## src/rtl/twc_pkg.sv

```systemverilog
// Purpose: Constants for the 8-bit timer waveform output control block
// Assumes: AXI4-Lite register access, 32-bit data, one word per register
// Notes: Offsets are byte addresses
package twc_pkg;
   localparam logic [7:0] ADDR_WAVE_CTRL = 8'h00;
   localparam logic [7:0] ADDR_WAVE_CTRL2 = 8'h04;
   localparam logic [7:0] ADDR_CMP_A = 8'h08;
   localparam logic [7:0] ADDR_CMP_B = 8'h0C;
   localparam logic [7:0] ADDR_COUNT = 8'h10;
   localparam logic [7:0] ADDR_IRQ_STAT = 8'h14;
   localparam logic [7:0] ADDR_IRQ_CLR = 8'h18;
   localparam logic [7:0] ADDR_IRQ_EN = 8'h1C;
   localparam logic [7:0] ADDR_PIN_CTRL = 8'h20;
   // Field positions of the waveform control register
   localparam int COM_A_LSB = 6;
   localparam int COM_B_LSB = 4;
   localparam int WGM_LOW_LSB = 0;
   localparam logic [7:0] WAVE_CTRL_WMASK = 8'hF3;
   localparam logic [7:0] WAVE_CTRL_RESET = 8'h00;
   // Status bit positions
   localparam int ST_OVF = 0;
   localparam int ST_MATCH_A = 1;
   localparam int ST_MATCH_B = 2;
   localparam logic [7:0] CNT_MAX = 8'hFF;
   localparam logic [7:0] CNT_BOTTOM = 8'h00;
   localparam logic [1:0] RESP_OKAY = 2'b00;
   localparam logic [1:0] RESP_SLVERR = 2'b10;
   // Waveform mode codes
   localparam logic [2:0] WM_NORMAL = 3'h0;
   localparam logic [2:0] WM_PC_FF = 3'h1;
   localparam logic [2:0] WM_CTC = 3'h2;
   localparam logic [2:0] WM_FAST_FF = 3'h3;
   localparam logic [2:0] WM_PC_A = 3'h5;
   localparam logic [2:0] WM_FAST_A = 3'h7;
   localparam logic [1:0] COM_OFF = 2'h0;
   localparam logic [1:0] COM_TOGGLE = 2'h1;
   localparam logic [1:0] COM_CLEAR = 2'h2;
   localparam logic [1:0] COM_SET = 2'h3;
endpackage

```

## src/rtl/twc_timer8_wave.sv

```systemverilog
// Purpose: Waveform generation and compare output control of an 8-bit timer
// Assumes: Timer advances one step per enabled clk cycle (no prescaler here)
// Notes: Register access over AXI4-Lite; one level interrupt output
`timescale 1ns/1ps

// Summary of operation
// A nonzero channel A output mode hands the A pin to the waveform, except value 1 in PWM with top bit clear; driven only if dir is out.
// Non-PWM channel A modes 0..3 mean disconnect, toggle, clear, set on match.
// Fast PWM channel A value 2 clears on match and sets at bottom, value 3 the inverse.
// PWM channel A value 1 stays disconnected unless the top mode bit is set, then toggles.
// Fast PWM with compare equal to top and high field bit ignores match, acts at bottom only.
// Phase-correct channel A value 2 clears on up match and sets on down match, 3 reverses.
// Phase-correct with compare equal to top and high field bit ignores match, acts at top.
// A nonzero channel B output mode hands the B pin to the waveform, driven only if dir is out.
// Non-PWM channel B modes 0..3 mean disconnect, toggle, clear, set on match.
// Fast PWM channel B values 2 and 3 act as for A, and value 1 is reserved in PWM modes.
// Phase-correct channel B value 2 clears on up match and sets on down match, 3 reverses.
// Bits 3 and 2 of the waveform control register always read zero.
// The three-bit mode picks normal, phase-correct, clear-on-match or fast PWM and its top.
// Compare writes act at once in modes 0 and 2, at top in 1 and 5, at bottom in 3 and 7.
// Overflow flag sets at max in 0, 2, 3, at bottom in 1 and 5, and at top in mode 7.
// Phase-correct counting runs up to top then down to bottom, turning at top.
// Fast PWM counting climbs to top then wraps to zero on the next step.
module twc_timer8_wave #(
   parameter int ADDR_W = 8
) (
   input wire logic clk,
   input wire logic rst_b,
   input wire logic clk_en,
   input wire logic [ADDR_W-1:0] s_axi_awaddr,
   input wire logic s_axi_awvalid,
   output logic s_axi_awready,
   input wire logic [31:0] s_axi_wdata,
   input wire logic [3:0] s_axi_wstrb,
   input wire logic s_axi_wvalid,
   output logic s_axi_wready,
   output logic [1:0] s_axi_bresp,
   output logic s_axi_bvalid,
   input wire logic s_axi_bready,
   input wire logic [ADDR_W-1:0] s_axi_araddr,
   input wire logic s_axi_arvalid,
   output logic s_axi_arready,
   output logic [31:0] s_axi_rdata,
   output logic [1:0] s_axi_rresp,
   output logic s_axi_rvalid,
   input wire logic s_axi_rready,
   input wire logic [1:0] port_out_in,
   output logic wave_out_a,
   output logic wave_out_b,
   output logic [1:0] pin_out,
   output logic [1:0] pin_oe,
   output logic irq
);
   if (ADDR_W < 8) begin
      $error("ADDR_W must be at least 8");
   end

   logic [7:0] wave_ctrl_reg;
   logic waveform_mode_top_bit;
   logic [7:0] compare_value_a, compare_value_b;
   logic [7:0] cmp_a_buf, cmp_b_buf;
   logic [7:0] counter_value;
   logic count_down;
   logic [2:0] irq_stat_reg, irq_en_reg, irq_clr;
   logic [1:0] pin_dir_reg;
   logic [1:0] cmp_out_mode_a, cmp_out_mode_b;
   logic [2:0] waveform_mode_sel;
   logic [7:0] top_val;
   logic is_fast, is_pc, is_pwm, at_top, at_bottom, pin_a_owned;
   logic match_a, match_b, ovf_evt;

   // AXI write and read channel state
   logic aw_held, w_held;
   logic [ADDR_W-1:0] aw_addr;
   logic [31:0] w_data;
   logic [3:0] w_strb;
   logic wr_go;
   logic rd_go;

   assign cmp_out_mode_a = wave_ctrl_reg[twc_pkg::COM_A_LSB +: 2];
   assign cmp_out_mode_b = wave_ctrl_reg[twc_pkg::COM_B_LSB +: 2];
   assign waveform_mode_sel = {waveform_mode_top_bit,
                               wave_ctrl_reg[twc_pkg::WGM_LOW_LSB +: 2]};

   // Mode decode; reserved modes 4 and 6 fall back to free counting
   always_comb begin
      is_fast = 1'b0;
      is_pc = 1'b0;
      top_val = twc_pkg::CNT_MAX;
      case (waveform_mode_sel)
         twc_pkg::WM_PC_FF: is_pc = 1'b1;
         twc_pkg::WM_CTC: top_val = compare_value_a;
         twc_pkg::WM_FAST_FF: is_fast = 1'b1;
         twc_pkg::WM_PC_A: begin
            is_pc = 1'b1;
            top_val = compare_value_a;
         end
         twc_pkg::WM_FAST_A: begin
            is_fast = 1'b1;
            top_val = compare_value_a;
         end
         default: top_val = twc_pkg::CNT_MAX;
      endcase
   end
   assign is_pwm = is_fast | is_pc;
   assign at_top = (counter_value == top_val);
   assign at_bottom = (counter_value == twc_pkg::CNT_BOTTOM);
   assign match_a = (counter_value == compare_value_a);
   assign match_b = (counter_value == compare_value_b);

   always_comb begin
      if (waveform_mode_sel == twc_pkg::WM_FAST_A) begin
         ovf_evt = at_top;
      end else if (is_pc) begin
         ovf_evt = at_bottom && count_down;
      end else begin
         ovf_evt = (counter_value == twc_pkg::CNT_MAX);
      end
   end

   // Next output level of one channel for the current step
   function automatic logic wave_next(input logic cur, input logic [1:0] com,
                                      input logic match, input logic is_a,
                                      input logic top_bit, input logic fast,
                                      input logic pc, input logic down,
                                      input logic cmp_is_top, input logic bot,
                                      input logic top);
      logic r;
      r = cur;
      if (!fast && !pc) begin
         if (match) begin
            case (com)
               twc_pkg::COM_TOGGLE: r = ~cur;
               twc_pkg::COM_CLEAR: r = 1'b0;
               twc_pkg::COM_SET: r = 1'b1;
               default: r = cur;
            endcase
         end
      end else if (com == twc_pkg::COM_TOGGLE) begin
         if (is_a && top_bit && match) begin
            r = ~cur;
         end
      end else if (com[1] && fast) begin
         if (cmp_is_top) begin
            if (bot) r = ~com[0];
         end else if (match) begin
            r = com[0];
         end else if (bot) begin
            r = ~com[0];
         end
      end else if (com[1] && pc) begin
         if (cmp_is_top) begin
            if (top) r = ~com[0];
         end else if (match) begin
            r = down ? ~com[0] : com[0];
         end
      end
      return r;
   endfunction

   // Counter stepping
   always_ff @(posedge clk or negedge rst_b) begin
      if (!rst_b) begin
         counter_value <= twc_pkg::CNT_BOTTOM;
         count_down <= 1'b0;
      end else if (clk_en) begin
         if (wr_go && aw_addr[7:0] == twc_pkg::ADDR_COUNT && w_strb[0]) begin
            counter_value <= w_data[7:0];
         end else if (is_pc) begin
            if (!count_down && at_top) begin
               count_down <= 1'b1;
               counter_value <= counter_value - 8'h01;
            end else if (count_down && at_bottom) begin
               count_down <= 1'b0;
               counter_value <= counter_value + 8'h01;
            end else if (count_down) begin
               counter_value <= counter_value - 8'h01;
            end else begin
               counter_value <= counter_value + 8'h01;
            end
         end else begin
            count_down <= 1'b0;
            counter_value <= at_top ? twc_pkg::CNT_BOTTOM : counter_value + 8'h01;
         end
      end
   end

   // Compare buffers; live values reload per mode
   always_ff @(posedge clk or negedge rst_b) begin
      if (!rst_b) begin
         compare_value_a <= twc_pkg::CNT_BOTTOM;
         compare_value_b <= twc_pkg::CNT_BOTTOM;
      end else if (clk_en) begin
         if (!is_pwm || (is_pc && at_top) || (is_fast && at_top)) begin
            compare_value_a <= cmp_a_buf;
            compare_value_b <= cmp_b_buf;
         end
      end
   end

   // Waveform outputs
   always_ff @(posedge clk or negedge rst_b) begin
      if (!rst_b) begin
         wave_out_a <= 1'b0;
         wave_out_b <= 1'b0;
      end else if (clk_en) begin
         wave_out_a <= wave_next(wave_out_a, cmp_out_mode_a, match_a, 1'b1,
                                 waveform_mode_top_bit, is_fast, is_pc, count_down,
                                 compare_value_a == top_val,
                                 at_top && is_fast, at_top && !count_down);
         wave_out_b <= wave_next(wave_out_b, cmp_out_mode_b, match_b, 1'b0,
                                 waveform_mode_top_bit, is_fast, is_pc, count_down,
                                 compare_value_b == top_val,
                                 at_top && is_fast, at_top && !count_down);
      end
   end

   // Pin mux: A in PWM with value 1 and top bit clear stays with the port
   assign pin_a_owned = (cmp_out_mode_a != twc_pkg::COM_OFF) &&
                        !(is_pwm && !waveform_mode_top_bit &&
                          cmp_out_mode_a == twc_pkg::COM_TOGGLE);
   always_comb begin
      pin_out[0] = pin_a_owned ? wave_out_a : port_out_in[0];
      pin_out[1] = (cmp_out_mode_b != twc_pkg::COM_OFF) ? wave_out_b : port_out_in[1];
      pin_oe = pin_dir_reg;
   end

   // Sticky events; a set in the clear cycle wins
   assign irq_clr = (wr_go && aw_addr[7:0] == twc_pkg::ADDR_IRQ_CLR && w_strb[0]) ?
                    w_data[2:0] : 3'h0;
   always_ff @(posedge clk or negedge rst_b) begin
      if (!rst_b) begin
         irq_stat_reg <= 3'h0;
      end else if (clk_en) begin
         irq_stat_reg <= (irq_stat_reg & ~irq_clr) |
                         {match_b, match_a, ovf_evt};
      end
   end
   assign irq = |(irq_stat_reg & irq_en_reg);

   // Write path, either order; readies drop with clk_en so no handshake is lost
   assign s_axi_awready = clk_en && !aw_held && !s_axi_bvalid;
   assign s_axi_wready = clk_en && !w_held && !s_axi_bvalid;
   assign wr_go = aw_held && w_held && !s_axi_bvalid;
   always_ff @(posedge clk or negedge rst_b) begin
      if (!rst_b) begin
         aw_held <= 1'b0;
         w_held <= 1'b0;
         aw_addr <= '0;
         w_data <= 32'h0000_0000;
         w_strb <= 4'h0;
         s_axi_bvalid <= 1'b0;
         s_axi_bresp <= twc_pkg::RESP_OKAY;
      end else if (clk_en) begin
         if (s_axi_awvalid && s_axi_awready) begin
            aw_held <= 1'b1;
            aw_addr <= s_axi_awaddr;
         end
         if (s_axi_wvalid && s_axi_wready) begin
            w_held <= 1'b1;
            w_data <= s_axi_wdata;
            w_strb <= s_axi_wstrb;
         end
         if (wr_go) begin
            aw_held <= 1'b0;
            w_held <= 1'b0;
            s_axi_bvalid <= 1'b1;
            s_axi_bresp <= (aw_addr[7:0] > twc_pkg::ADDR_PIN_CTRL || aw_addr[1:0] != 2'b00)
                           ? twc_pkg::RESP_SLVERR : twc_pkg::RESP_OKAY;
         end else if (s_axi_bready) begin
            s_axi_bvalid <= 1'b0;
         end
      end
   end

   // Register writes
   always_ff @(posedge clk or negedge rst_b) begin
      if (!rst_b) begin
         wave_ctrl_reg <= twc_pkg::WAVE_CTRL_RESET;
         waveform_mode_top_bit <= 1'b0;
         cmp_a_buf <= twc_pkg::CNT_BOTTOM;
         cmp_b_buf <= twc_pkg::CNT_BOTTOM;
         irq_en_reg <= 3'h0;
         pin_dir_reg <= 2'h0;
      end else if (clk_en && wr_go && w_strb[0]) begin
         if (aw_addr[7:0] == twc_pkg::ADDR_WAVE_CTRL) begin
            wave_ctrl_reg <= w_data[7:0] & twc_pkg::WAVE_CTRL_WMASK;
         end else if (aw_addr[7:0] == twc_pkg::ADDR_WAVE_CTRL2) begin
            waveform_mode_top_bit <= w_data[0];
         end else if (aw_addr[7:0] == twc_pkg::ADDR_CMP_A) begin
            cmp_a_buf <= w_data[7:0];
         end else if (aw_addr[7:0] == twc_pkg::ADDR_CMP_B) begin
            cmp_b_buf <= w_data[7:0];
         end else if (aw_addr[7:0] == twc_pkg::ADDR_IRQ_EN) begin
            irq_en_reg <= w_data[2:0];
         end else if (aw_addr[7:0] == twc_pkg::ADDR_PIN_CTRL) begin
            pin_dir_reg <= w_data[1:0];
         end
      end
   end

   // AXI4-Lite read path
   assign s_axi_arready = clk_en && !s_axi_rvalid;
   assign rd_go = s_axi_arvalid && s_axi_arready;
   always_ff @(posedge clk or negedge rst_b) begin
      if (!rst_b) begin
         s_axi_rvalid <= 1'b0;
         s_axi_rdata <= 32'h0000_0000;
         s_axi_rresp <= twc_pkg::RESP_OKAY;
      end else if (clk_en) begin
         if (rd_go) begin
            s_axi_rvalid <= 1'b1;
            s_axi_rresp <= twc_pkg::RESP_OKAY;
            s_axi_rdata <= 32'h0000_0000;
            if (s_axi_araddr[7:0] == twc_pkg::ADDR_WAVE_CTRL) begin
               s_axi_rdata[7:0] <= wave_ctrl_reg & twc_pkg::WAVE_CTRL_WMASK;
            end else if (s_axi_araddr[7:0] == twc_pkg::ADDR_WAVE_CTRL2) begin
               s_axi_rdata[0] <= waveform_mode_top_bit;
            end else if (s_axi_araddr[7:0] == twc_pkg::ADDR_CMP_A) begin
               s_axi_rdata[7:0] <= cmp_a_buf;
            end else if (s_axi_araddr[7:0] == twc_pkg::ADDR_CMP_B) begin
               s_axi_rdata[7:0] <= cmp_b_buf;
            end else if (s_axi_araddr[7:0] == twc_pkg::ADDR_COUNT) begin
               s_axi_rdata[7:0] <= counter_value;
            end else if (s_axi_araddr[7:0] == twc_pkg::ADDR_IRQ_STAT) begin
               s_axi_rdata[2:0] <= irq_stat_reg;
            end else if (s_axi_araddr[7:0] == twc_pkg::ADDR_IRQ_EN) begin
               s_axi_rdata[2:0] <= irq_en_reg;
            end else if (s_axi_araddr[7:0] == twc_pkg::ADDR_PIN_CTRL) begin
               s_axi_rdata[1:0] <= pin_dir_reg;
            end else if (s_axi_araddr[7:0] != twc_pkg::ADDR_IRQ_CLR) begin
               s_axi_rresp <= twc_pkg::RESP_SLVERR;
            end
         end else if (s_axi_rready) begin
            s_axi_rvalid <= 1'b0;
         end
      end
   end

   // Checks
   a_ctrl_reserved_zero: assert property (@(posedge clk) disable iff (!rst_b)
      wave_ctrl_reg[3:2] == 2'b00) else $error("reserved control bits set");
   a_pin_a_mux: assert property (@(posedge clk) disable iff (!rst_b)
      cmp_out_mode_a != 2'h0 && !(is_pwm && cmp_out_mode_a == 2'h1 && !waveform_mode_top_bit)
      |-> pin_out[0] == wave_out_a) else $error("pin A not waveform");
   a_pin_a_port: assert property (@(posedge clk) disable iff (!rst_b)
      is_pwm && cmp_out_mode_a == 2'h1 && !waveform_mode_top_bit
      |-> pin_out[0] == port_out_in[0]) else $error("pin A not released to port");
   a_pin_b_mux: assert property (@(posedge clk) disable iff (!rst_b)
      cmp_out_mode_b != 2'h0 |-> pin_out[1] == wave_out_b) else $error("pin B not waveform");
   a_fast_wrap: assert property (@(posedge clk) disable iff (!rst_b)
      clk_en && is_fast && at_top && !wr_go ##1 clk_en |-> counter_value == 8'h00)
      else $error("fast PWM did not wrap");
   a_pc_turn: assert property (@(posedge clk) disable iff (!rst_b)
      clk_en && is_pc && at_top && !count_down && !wr_go && counter_value != 8'h00
      |=> count_down) else $error("phase-correct did not turn");
   a_ovf_sticky: assert property (@(posedge clk) disable iff (!rst_b)
      clk_en && ovf_evt |=> irq_stat_reg[0]) else $error("overflow not flagged");
   a_normal_clear: assert property (@(posedge clk) disable iff (!rst_b)
      clk_en && !is_pwm && match_a && cmp_out_mode_a == 2'h2 |=> !wave_out_a)
      else $error("A not cleared on match");
   a_normal_set_b: assert property (@(posedge clk) disable iff (!rst_b)
      clk_en && !is_pwm && match_b && cmp_out_mode_b == 2'h3 |=> wave_out_b)
      else $error("B not set on match");
   a_b_tog_reserved: assert property (@(posedge clk) disable iff (!rst_b)
      clk_en && is_pwm && cmp_out_mode_b == 2'h1 |=> $stable(wave_out_b))
      else $error("B changed in reserved mode");
endmodule

```

## config.mk

```make
export PLATFORM = sky130hd
export DESIGN_NAME = twc_timer8_wave
export DESIGN_NICKNAME = d
export VERILOG_FILES = /design/src/rtl/twc_pkg.sv /design/src/rtl/twc_timer8_wave.sv
export SDC_FILE = /design/constraint.sdc
export NUM_CORES = 1
export LEC_CHECK = 0
export BUFFER_PORTS_ARGS = -buffer_cell sky130_fd_sc_hd__buf_4
export CORE_MARGIN = 3
export CORE_UTILIZATION = 55
export CTS_CLUSTER_DIAMETER = 30
export DETAILED_ROUTE_END_ITERATION = 8
export PLACE_DENSITY = 0.79
export SLEW_MARGIN = 20
export SYNTH_ARGS = -nofsm -noshare
export SYNTH_HDL_FRONTEND = slang
export SYNTH_SLANG_ARGS = --single-unit
```

## constraint.sdc

```tcl
create_clock -name clk -period 3.8 [get_ports clk]
set_clock_uncertainty 0.15 [all_clocks]
set_input_delay 0.19 -clock clk [delete_from_list [all_inputs] [get_ports clk]]
set_output_delay 0.19 -clock clk [all_outputs]
set_load 0.1 [all_outputs]
```

# ---- Yosys cells after proc, flatten, opt, wreduce, memory -nomap -nowiden
# Cells that the tools add are included.
dict set report op_classes {
  reduce_logical 76
  bitwise 15
  n_eq_ne 43
  n_addsub 2
  order_cmp 1
  muxes 73
}
# operator n
set op_table {}
lappend op_table {{$mux W8} 10}
lappend op_table {{$eq A8 B5 Y1 const B} 6}
lappend op_table {{$mux W1} 44}
lappend op_table {{$eq A8 B8 Y1} 5}
lappend op_table {{$eq A8 B4 Y1 const B} 4}
lappend op_table {{$logic_and A1 B1 Y1} 29}
lappend op_table {{$logic_not A8 Y1} 3}
lappend op_table {{$mux W2} 12}
lappend op_table {{$reduce_and A7 Y1} 3}
lappend op_table {{$reduce_and A2 Y1} 10}
lappend op_table {{$eq A8 B3 Y1 const B} 2}
lappend op_table {{$eq A8 B6 Y1 const B} 2}
lappend op_table {{$reduce_bool A2 Y1} 7}
lappend op_table {{$logic_not A1 Y1} 10}
lappend op_table {{$not A1 Y1} 10}
lappend op_table {{$mux W3} 3}
lappend op_table {{$add A8 B1 Y8 const B} 1}
lappend op_table {{$eq A2 B2 Y1 const B} 4}
lappend op_table {{$eq A8 B8 Y1 const B} 1}
lappend op_table {{$gt A8 B6 Y1 const B} 1}
lappend op_table {{$ne A4 B1 Y1 const B} 2}
lappend op_table {{$ne A8 B5 Y1 const B} 1}
lappend op_table {{$sub A8 B1 Y8 const B} 1}
lappend op_table {{$mux W7} 1}
lappend op_table {{other kinds (26)} 38}
dict set report word_totals {
  reg_bits 91
  output_inout_bits 48
}

# ---- Depth between registers and ports, before layout
# Gate-level depths: netlist of run 1.
dict set report logic_depth {
  depth_word 11
  mapped_depth 11
}

# ---- Worst setup path after synthesis of run 1
# Ideal clock, no wire load.
dict set report synth_path {
  path_kind {reg2reg}
  startpoint {register s_axi_bvalid}
  endpoint {register w_data[0]}
  path_slack_ns 0.263
  stages_incl_launch_ff 6
  required_time_ns 3.525
  arrival_time_ns 3.262
  cell_sequence {dfrtp_1 nand2b_1 nor2_1 and2_1 clkbuf_1 mux2_2}
}
dict set report synth_between {
  elab_chain_cells 4
}
# element line
set synth_lines {}
lappend synth_lines {{start, declared} twc_timer8_wave.sv:38} ;# output logic s_axi_bvalid,
lappend synth_lines {{start signal, assigned} twc_timer8_wave.sv:252} ;# s_axi_bvalid <= 1'b0;
lappend synth_lines {{start signal, assigned} twc_timer8_wave.sv:267} ;# s_axi_bvalid <= 1'b1;
lappend synth_lines {{start signal, assigned} twc_timer8_wave.sv:271} ;# s_axi_bvalid <= 1'b0;
lappend synth_lines {{$logic_not A1 Y1} twc_timer8_wave.sv:243} ;# assign s_axi_wready = clk_en && !w_held && !s_axi_bvalid;
lappend synth_lines {{$logic_and A1 B1 Y1} twc_timer8_wave.sv:243}
lappend synth_lines {{named net s_axi_wready} twc_timer8_wave.sv:36} ;# output logic s_axi_wready,
lappend synth_lines {{$logic_and A1 B1 Y1} twc_timer8_wave.sv:259} ;# if (s_axi_wvalid && s_axi_wready) begin
lappend synth_lines {{$reduce_and A2 Y1 (no source line)} --}
lappend synth_lines {{end signal, assigned} twc_timer8_wave.sv:261} ;# w_data <= s_axi_wdata;
lappend synth_lines {{end, declared} twc_timer8_wave.sv:75} ;# logic [31:0] w_data;
# The timed path passes the listed nets, and every way through them passes these cells.
# A chain may end at the register's enable or synchronous reset.

# ---- Worst setup path in the final report of run 1
dict set report layout_path {
  startpoint {register waveform_mode_top_bit}
  endpoint {register compare_value_b[4]}
}
dict set report layout_between {
  elab_chain_cells 8
}
# element line
set layout_lines {}
lappend layout_lines {{start, declared} twc_timer8_wave.sv:59} ;# logic waveform_mode_top_bit;
lappend layout_lines {{start signal, assigned} twc_timer8_wave.sv:289} ;# waveform_mode_top_bit <= w_data[0];
lappend layout_lines {{$eq A3 B3 Y1 (tied with other cells)} twc_timer8_wave.sv:90} ;# case (waveform_mode_sel)
lappend layout_lines {{$reduce_or A3 Y1 (no source line) / $reduce_or A2 Y1 (equally long branches)} --}
lappend layout_lines {{$mux W8 / $mux W1 (equally long branches)} twc_timer8_wave.sv:90}
lappend layout_lines {{$eq A8 B8 Y1 / $or A1 B1 Y1 (equally long branches)} {twc_timer8_wave.sv:106, twc_timer8_wave.sv:105}}
lappend layout_lines {{$logic_and A1 B1 Y1 / $logic_not A1 Y1 (equally long branches)} twc_timer8_wave.sv:194} ;# if (!is_pwm || (is_pc && at_top) || (is_fast && at_top)) begin
lappend layout_lines {{$logic_or A1 B1 Y1} twc_timer8_wave.sv:194}
lappend layout_lines {{$logic_or A1 B1 Y1 *} twc_timer8_wave.sv:194}
lappend layout_lines {{$reduce_and A2 Y1 (no source line) *} --}
lappend layout_lines {{end signal, assigned} twc_timer8_wave.sv:192} ;# compare_value_b <= twc_pkg::CNT_BOTTOM;
lappend layout_lines {{end signal, assigned} twc_timer8_wave.sv:196} ;# compare_value_b <= cmp_b_buf;
lappend layout_lines {{end, declared} twc_timer8_wave.sv:60} ;# logic [7:0] compare_value_a, compare_value_b;
# Mark *: on every way between the ends. The rest lies on a longest branch, timed or not.

==> out/results.ini, run 1 <==
[final_layout]
utilization=0.649
area_growth_syn_to_layout_pct=13.1
num-fill-cells=780
drive_above_1_share=0.247
fin_nets=706
n_antenna_cell=0

[power]
p_sw_mw=1.56
power_frac_clock=0.188
intPower_mw=1.86
switching_share=0.456
combPwrFrac=0.371
p_leak_nw=2.85
ir_worst_vdd_mv=0.408
seqPwrFrac=0.441
powerDensity_mw_per_mm2=529

[synth]
synth.most_common_cell=dfrtp_1
synth_edf_count=0
async_reset_ff_frac=1.00
yosysUniqueCellTypes=80
syn_avg_cell_area_um2=9.76
yosys.area.top_type=dfrtp_1
yosysTopAreaCellShare=0.390
yosysWarningCount=0
synth_flop_cell=dfrtp_1
synthTopCellsByCount=89 x dfrtp_1, 55 x mux2_2, 54 x nand2_1
synth_area_leaders=dfrtp_1 39%, mux2_2 11%, nand2_1 3.5%
ys_ff_latch=89
syn_area_mm2=0.00572
yosysSeqAreaShare=0.390
syn-instance-count=586

[cts]
clk_latency_ns=0.38
numCtsBuffers=9
cts_setup_buffers=0
cts_tree=built
clk_pin_slew_worst_paths_ns=0.11
clockBufferDepth=2
cts.sinks=89
htreeDepth=3
cts_resized=0
cts.root.buffer_cell=clkbuf_8
cts_hold_buffers=22

[sta]
min_period_over_period=0.878
fmax_ghz=0.300
slew_violations=0
min_period_ns=3.34
tightestPinTransition_ns=0.994
rsz0062_at_grt=false
fin_setup_tns_ns=0
hold_violations=0
setup_viol=0
hold_ws_ns=0.0731
slew_headroom=0.331

[critical_path]
worst_path_dominant_cell_family=simple AND/OR/NAND/NOR gates
cp_cell_sequence=and2_0 > nor2_1 > and3_1 > a311oi_4 > nor2_8 > o21ai_4 > buf_4 > mux2_2
cp_num_buf_inv=1
cpMaxStageDelayCell=dfrtp_1
critical_path_required_ns=3.91
max_stage_delay_ns=0.63
cp-end-kind=register
start_kind=register
timing.critical_path.arrival_ns=3.45
path_class=register to register
cp_max_fo=16

[detailed_routing]
ant_nets=0
viasPerCell=6.34
drc_errors=0
drt-pass1-iter-count=5
wl_per_cell_um=20.0
wl_um=15600
via_count=4944
drt_iter0_drc=543

[global_routing]
grt_max_degree=75
grt_pass1_vias=4723
grt_util_all_layers=0.276
antenna_found_initial=0
gr-total-overflow=0
grt_pass1_wl_um=25000

[floorplan]
initial_core_util=0.574
chipWidth_um=108
num_rows=36
io_pins=110
die_h_um=108
core_mm2=0.00995
die_area_mm2=0.0117

[flow_run]
cap_viol_max_count=0

[hold_path]
min_path_type=primary input to register

[run_status]
outcome=complete, no violations

[placed_design]
portBuffers=56
place_congestion=0.956
dpl.hpwl_um=11000

==> routing by layer <==
metal | share of wire | global-route usage
met2 | 0.48 | 0.438
met3 | 0.078 | 0.0364
met4 | 0.034 | 0.128
met5 | 0 | 0
met1 | 0.41 | 0.376
==> worst reg2reg max path, delay by kind of cell, from the launching register on <==
| kind | cells | cell delay [ns] |
|---|---|---|
| AO/OA/AOI/OAI | 2 | 0.78 |
| buffers and inverters | 1 | 0.28 |
| flip-flops | 1 | 0.63 |
| multiplexers | 1 | 0.37 |
| AND/OR/NAND/NOR | 4 | 1.03 |
==> cell type report <==
cell class / count / area (µm²) / share of cell area
repair buffers: 85 / 693 / 0.107
flip-flops and latches: 89 / 2230 / 0.345
multi-input cells: 444 / 3140 / 0.485
inverters: 13 / 48.8 / 0.00755
clock buffers: 9 / 124 / 0.0192
well taps: 133 / 166 / 0.0257
clock inverters: 7 / 67.6 / 0.0105
==> layout by cell type (no fill, tap or decap), types with 5 or more instances in the layout <==
cell type,instances
a2111oi_0,5
a211oi_1,5
a21oi_1,26
a22oi_1,8
a311oi_1,5
a31oi_1,5
and2_1,5
and3_1,9
buf_4,63
clkbuf_8,9
conb_1,26
dfrtp_1,89
dlygate4sd3_1,22
inv_1,12
mux2_2,55
mux2_4,10
nand2_1,54
nand2b_1,7
nand3_1,9
nand4_1,6
nand4b_1,5
nor2_1,34
nor3_1,17
nor4_1,6
o21ai_0,36
o22ai_1,6
o31ai_1,6
xnor2_1,12
xor2_1,10
==> path summary, 6_finish.rpt <==
kind / startpoint / to / slack, ns / depth (start not counted)
min in group asynchronous: rst_b / counter_value[2] / 0.33 / 2
worst max register to register: waveform_mode_top_bit / compare_value_b[4] / 0.46 / 8
worst min-delay path: clk_en / counter_value[1] / 0.07 / 2
worst max-delay path: waveform_mode_top_bit / compare_value_b[4] / 0.46 / 8
max in group asynchronous: rst_b / s_axi_rdata[1] / 2.37 / 3
worst min register to register: s_axi_rdata[1] / s_axi_rdata[1] / 0.35 / 2
==> power by group through the flow <==
stage | Combinational, mW | Clock [mW] | Sequential (mW)
CTS | 1.26 | 0.652 | 1.49
global placement | 1.20 | 0 | 1.50
finish | 1.27 | 0.643 | 1.51
detailed placement | 1.23 | 0 | 1.51
global route | 1.36 | 0.686 | 1.53
floorplan | 0.966 | 0 | 1.43
==> cell families (layout without fill, tap and decap cells) <==
kind of cell | after synthesis | in the layout | synth area share
fa+ha+maj | 2 | 2 | 0.00438
compound gates | 142 | 142 | 0.178
buf+inv | 78 | 114 | 0.0781
xor+xnor | 22 | 22 | 0.0337
simple gates | 183 | 183 | 0.174
mux | 69 | 69 | 0.142
other cells | 1 | 26 | 0.000656
flops | 89 | 89 | 0.390
==> metrics by stage <==
step                      worst slack, ns  power [mW]  instance area, µm²  std cells
after floorplan                     0.263        2.40                5810        611
after global placement              0.603        2.70                6050        742
after detailed placement            0.564        2.74                6050        742
after CTS                           0.553        3.40                6460        780
after global routing                0.317        3.57                6460        780
final                               0.464        3.42                6460        780
Note: power is estimated with default switching activity, not from simulation.
==> run 2, diff against run 1 <==
--- a/config.mk
+++ b/config.mk
@@ -5,6 +5,7 @@
 export SDC_FILE = /design/constraint.sdc
 export NUM_CORES = 1
 export LEC_CHECK = 0
+export ABC_AREA = 1
 export BUFFER_PORTS_ARGS = -buffer_cell sky130_fd_sc_hd__buf_4
 export CORE_MARGIN = 3
 export CORE_UTILIZATION = 55
==> run 2 against run 1 <==
  * Power grew 11%
  * Highest routed layer unchanged
  * Largest cell class unchanged
  * Area after synthesis shrank 0.61%
  * Sequential power down 3%
  * Largest power group is now combinational logic
==> out/results.ini, run 2 <==
[sta]
slew_headroom=0.448  ; +0.117
rsz0062_at_grt=false
tightestPinTransition_ns=0.828  ; -0.167 ns
min_period_ns=2.71  ; -0.626 ns
hold_violations=0  ; unchanged
fin_setup_tns_ns=0  ; unchanged
fmax_ghz=0.369  ; +23%
setup_ws_ns=1.09  ; +0.626 ns
min_period_over_period=0.713  ; -0.165
slew_violations=0  ; unchanged
setup_viol=0  ; unchanged

[power]
power_frac_clock=0.167  ; -0.021
combPwrFrac=0.447  ; +0.076
switching_share=0.492  ; +0.0357
ir_worst_vdd_mv=0.727  ; +78%
seqPwrFrac=0.386  ; -0.055
intPower_mw=1.93  ; +3.7%
powerDensity_mw_per_mm2=590  ; +12%
p_leak_nw=3.18  ; +12%
p_sw_mw=1.87  ; +20%

[placed_design]
dp_slack_ns=1.17  ; +0.603 ns
dpl.hpwl_um=11400  ; +3.7%
place_congestion=0.928  ; -2.9%
dp_cells=952  ; +28%
portBuffers=56  ; unchanged

[final_layout]
area_growth_syn_to_layout_pct=13.2
num-fill-cells=842  ; +7.9%
n_antenna_cell=0  ; unchanged
utilization=0.649  ; about the same
fin_cells=988  ; +27%
final_cell_mix=233 x nand2_1, 89 x dfrtp_1, 88 x inv_1
drive_above_1_share=0.149  ; -0.0988
layout_commonest_cell=nand2_1
fin_nets=914  ; +29%

[cts]
clockBufferDepth=2  ; unchanged
clk_pin_slew_worst_paths_ns=0.10  ; about the same
clk_latency_ns=0.37  ; about the same
cts.root.buffer_cell=clkbuf_8
htreeDepth=3  ; unchanged
numCtsBuffers=9  ; unchanged
cts_tree=built
cts.sinks=89  ; unchanged
cts_setup_buffers=0  ; unchanged

[floorplan]
core_mm2=0.00991  ; -0.45%
die_area_mm2=0.0116  ; -0.57%
io_pins=110  ; unchanged
initial_core_util=0.573  ; -0.000925
chipWidth_um=108  ; -0.29%
num_rows=36  ; unchanged
die_h_um=108  ; -0.29%

[global_routing]
grt_pass1_wl_um=25700  ; +2.7%
grt_use_met2=0.450  ; +0.0120
grt_max_degree=62  ; -17%
busiest_layer=met2
antenna_found_initial=0  ; unchanged
grt_pass1_vias=5208  ; +10%
gr-total-overflow=0  ; unchanged
use_met3=0.0516  ; +0.0152
grt_util_all_layers=0.284  ; +0.00825
use_met1=0.385  ; +0.00871

[detailed_routing]
drc_errors=0  ; unchanged
via_count=5408  ; +9.4%
wl_per_cell_um=15.8  ; -21%
drt-pass1-iter-count=8  ; +3
wl_um=15600  ; +0.41%
ant_nets=0  ; unchanged
drt_iter0_drc=488  ; -10%
viasPerCell=5.47  ; -14%

[flow_run]
cap_viol_max_count=0  ; unchanged

[synth]
synth_area_leaders=dfrtp_1 39%, nand2_1 15%, inv_1 5.8%
synth_flop_cell=dfrtp_1
synth.most_common_cell=nand2_1
synth_edf_count=0  ; unchanged
synthTopCellsByCount=233 x nand2_1, 89 x dfrtp_1, 88 x inv_1
yosysSeqAreaShare=0.392  ; +0.00240
ys_ff_latch=89  ; unchanged
yosysUniqueCellTypes=44  ; -45%
yosys.area.top_type=dfrtp_1
syn-instance-count=784  ; +34%
async_reset_ff_frac=1.00  ; unchanged
yosysWarningCount=0  ; unchanged
syn_area_mm2=0.00568  ; -0.61%
yosysTopAreaCellShare=0.392  ; +0.00240
syn_avg_cell_area_um2=7.25  ; -26%

[critical_path]
timing.critical_path.arrival_ns=2.79  ; -0.66 ns
reg2reg_to=compare_value_b[2]
critical_path_required_ns=3.88  ; -0.03 ns
r2r_slack_ns=1.09  ; +0.63 ns
path_class=register to register
rr_worst_depth=14  ; +6
cp-end-kind=register
start_kind=register
r2r-start=wave_ctrl_reg[0]
cp_max_fo=32  ; +16

[hold_path]
holdPathEnd=counter_value[1]
hp-start=clk_en
hold_path_depth=2  ; unchanged
min_path_type=primary input to register

[run_status]
outcome=complete, no violations

## run 2: cell count changes in the layout (fill, tap and decap cells not counted), sizes merged, moves of 7 or more
cell | before | now
nand2 | 54 | 243
o21ai | 39 | 79
xnor2 | 12 | 3
nand2b | 7 | 0
nor2 | 35 | 67
nand4 | 6 | 15
and3 | 9 | 0
mux2 | 65 | 2
inv | 16 | 97
a2111oi | 7 | 0
nor3 | 19 | 6
a22oi | 8 | 0
nand3 | 9 | 57
## run 2: metrics by stage
stage / power, mW / hold WS, ns / cell area [µm²]
floorplan: 2.74 / -0.256 / 5790
global placement: 3.07 / 0.175 / 6040
detailed placement: 3.12 / 0.177 / 6040
CTS: 3.78 / 0.0313 / 6430
global route: 4.05 / 0.0342 / 6430
finish: 3.79 / 0.0401 / 6430
## run 2: final cells by class
type	count	area, µm²	share of cell area
Sequential cell	89	2230	0.346
Tap cell	133	166	0.0259
Multi-Input combinational cell	575	2840	0.442
Clock buffer	11	151	0.0235
Timing Repair Buffer	80	651	0.101
Clock inverter	5	36.3	0.00564
Inverter	95	359	0.0558
## run 2: routing by layer
layer | wire (µm) | vias to the layer above
met5 | 0 | -
met4 | 528 | 0
met1 | 6550 | 2494
li1 | - | 2605
met3 | 1320 | 46
met2 | 7230 | 263
## run 2: worst max-delay path by stage
| stage | startpoint | to | cells after the start |
|---|---|---|---|
| finish | wave_ctrl_reg[0] | compare_value_b[2] | 14 |
| global route | wave_ctrl_reg[0] | compare_value_b[1] | 14 |
| CTS | wave_ctrl_reg[0] | compare_value_b[2] | 14 |
| detailed placement | wave_ctrl_reg[0] | compare_value_b[1] | 14 |
| global placement | wave_ctrl_reg[0] | compare_value_b[0] | 14 |
| floorplan | s_axi_bvalid | aw_addr[2] | 5 |
## run 2: timing repair
action,4_1_cts,5_1_grt
resized for setup,0,0
hold buffers,20,0
endpoints found under the hold margin,79,0
## run 2: worst max-delay path, cell delays in order (launching register included)
cell	delay, ns
dfrtp_1	0.63
inv_2	0.18
nand2_4	0.24
nand2_4	0.14
nand2_1	0.09
nand2_1	0.05
inv_1	0.04
nand2_1	0.08
nor2_4	0.22
nand2_8	0.12
inv_4	0.10
o21ai_4	0.05
buf_4	0.26
nor2_2	0.16
a21oi_2	0.05
## run 2: kinds of logic (layout without fill, tap and decap cells)
kind of cell,after synthesis,in the layout,share of synthesized area
simple gates,396,396,0.305
buf+inv,145,191,0.126
other cells,1,26,0.000660
flops,89,89,0.392
fa+ha+maj,2,2,0.00440
compound gates,132,132,0.141
xor+xnor,15,15,0.0231
mux,4,4,0.00749
## run 2: power by group through the flow
stage          logic, mW  clock network (mW)  registers (mW)
2_1_floorplan       1.20                   0            1.55
3_3_place_gp        1.61                   0            1.46
3_5_place_dp        1.65                   0            1.47
4_1_cts             1.68               0.644            1.45
5_1_grt             1.87               0.689            1.50
6_report            1.69               0.635            1.46
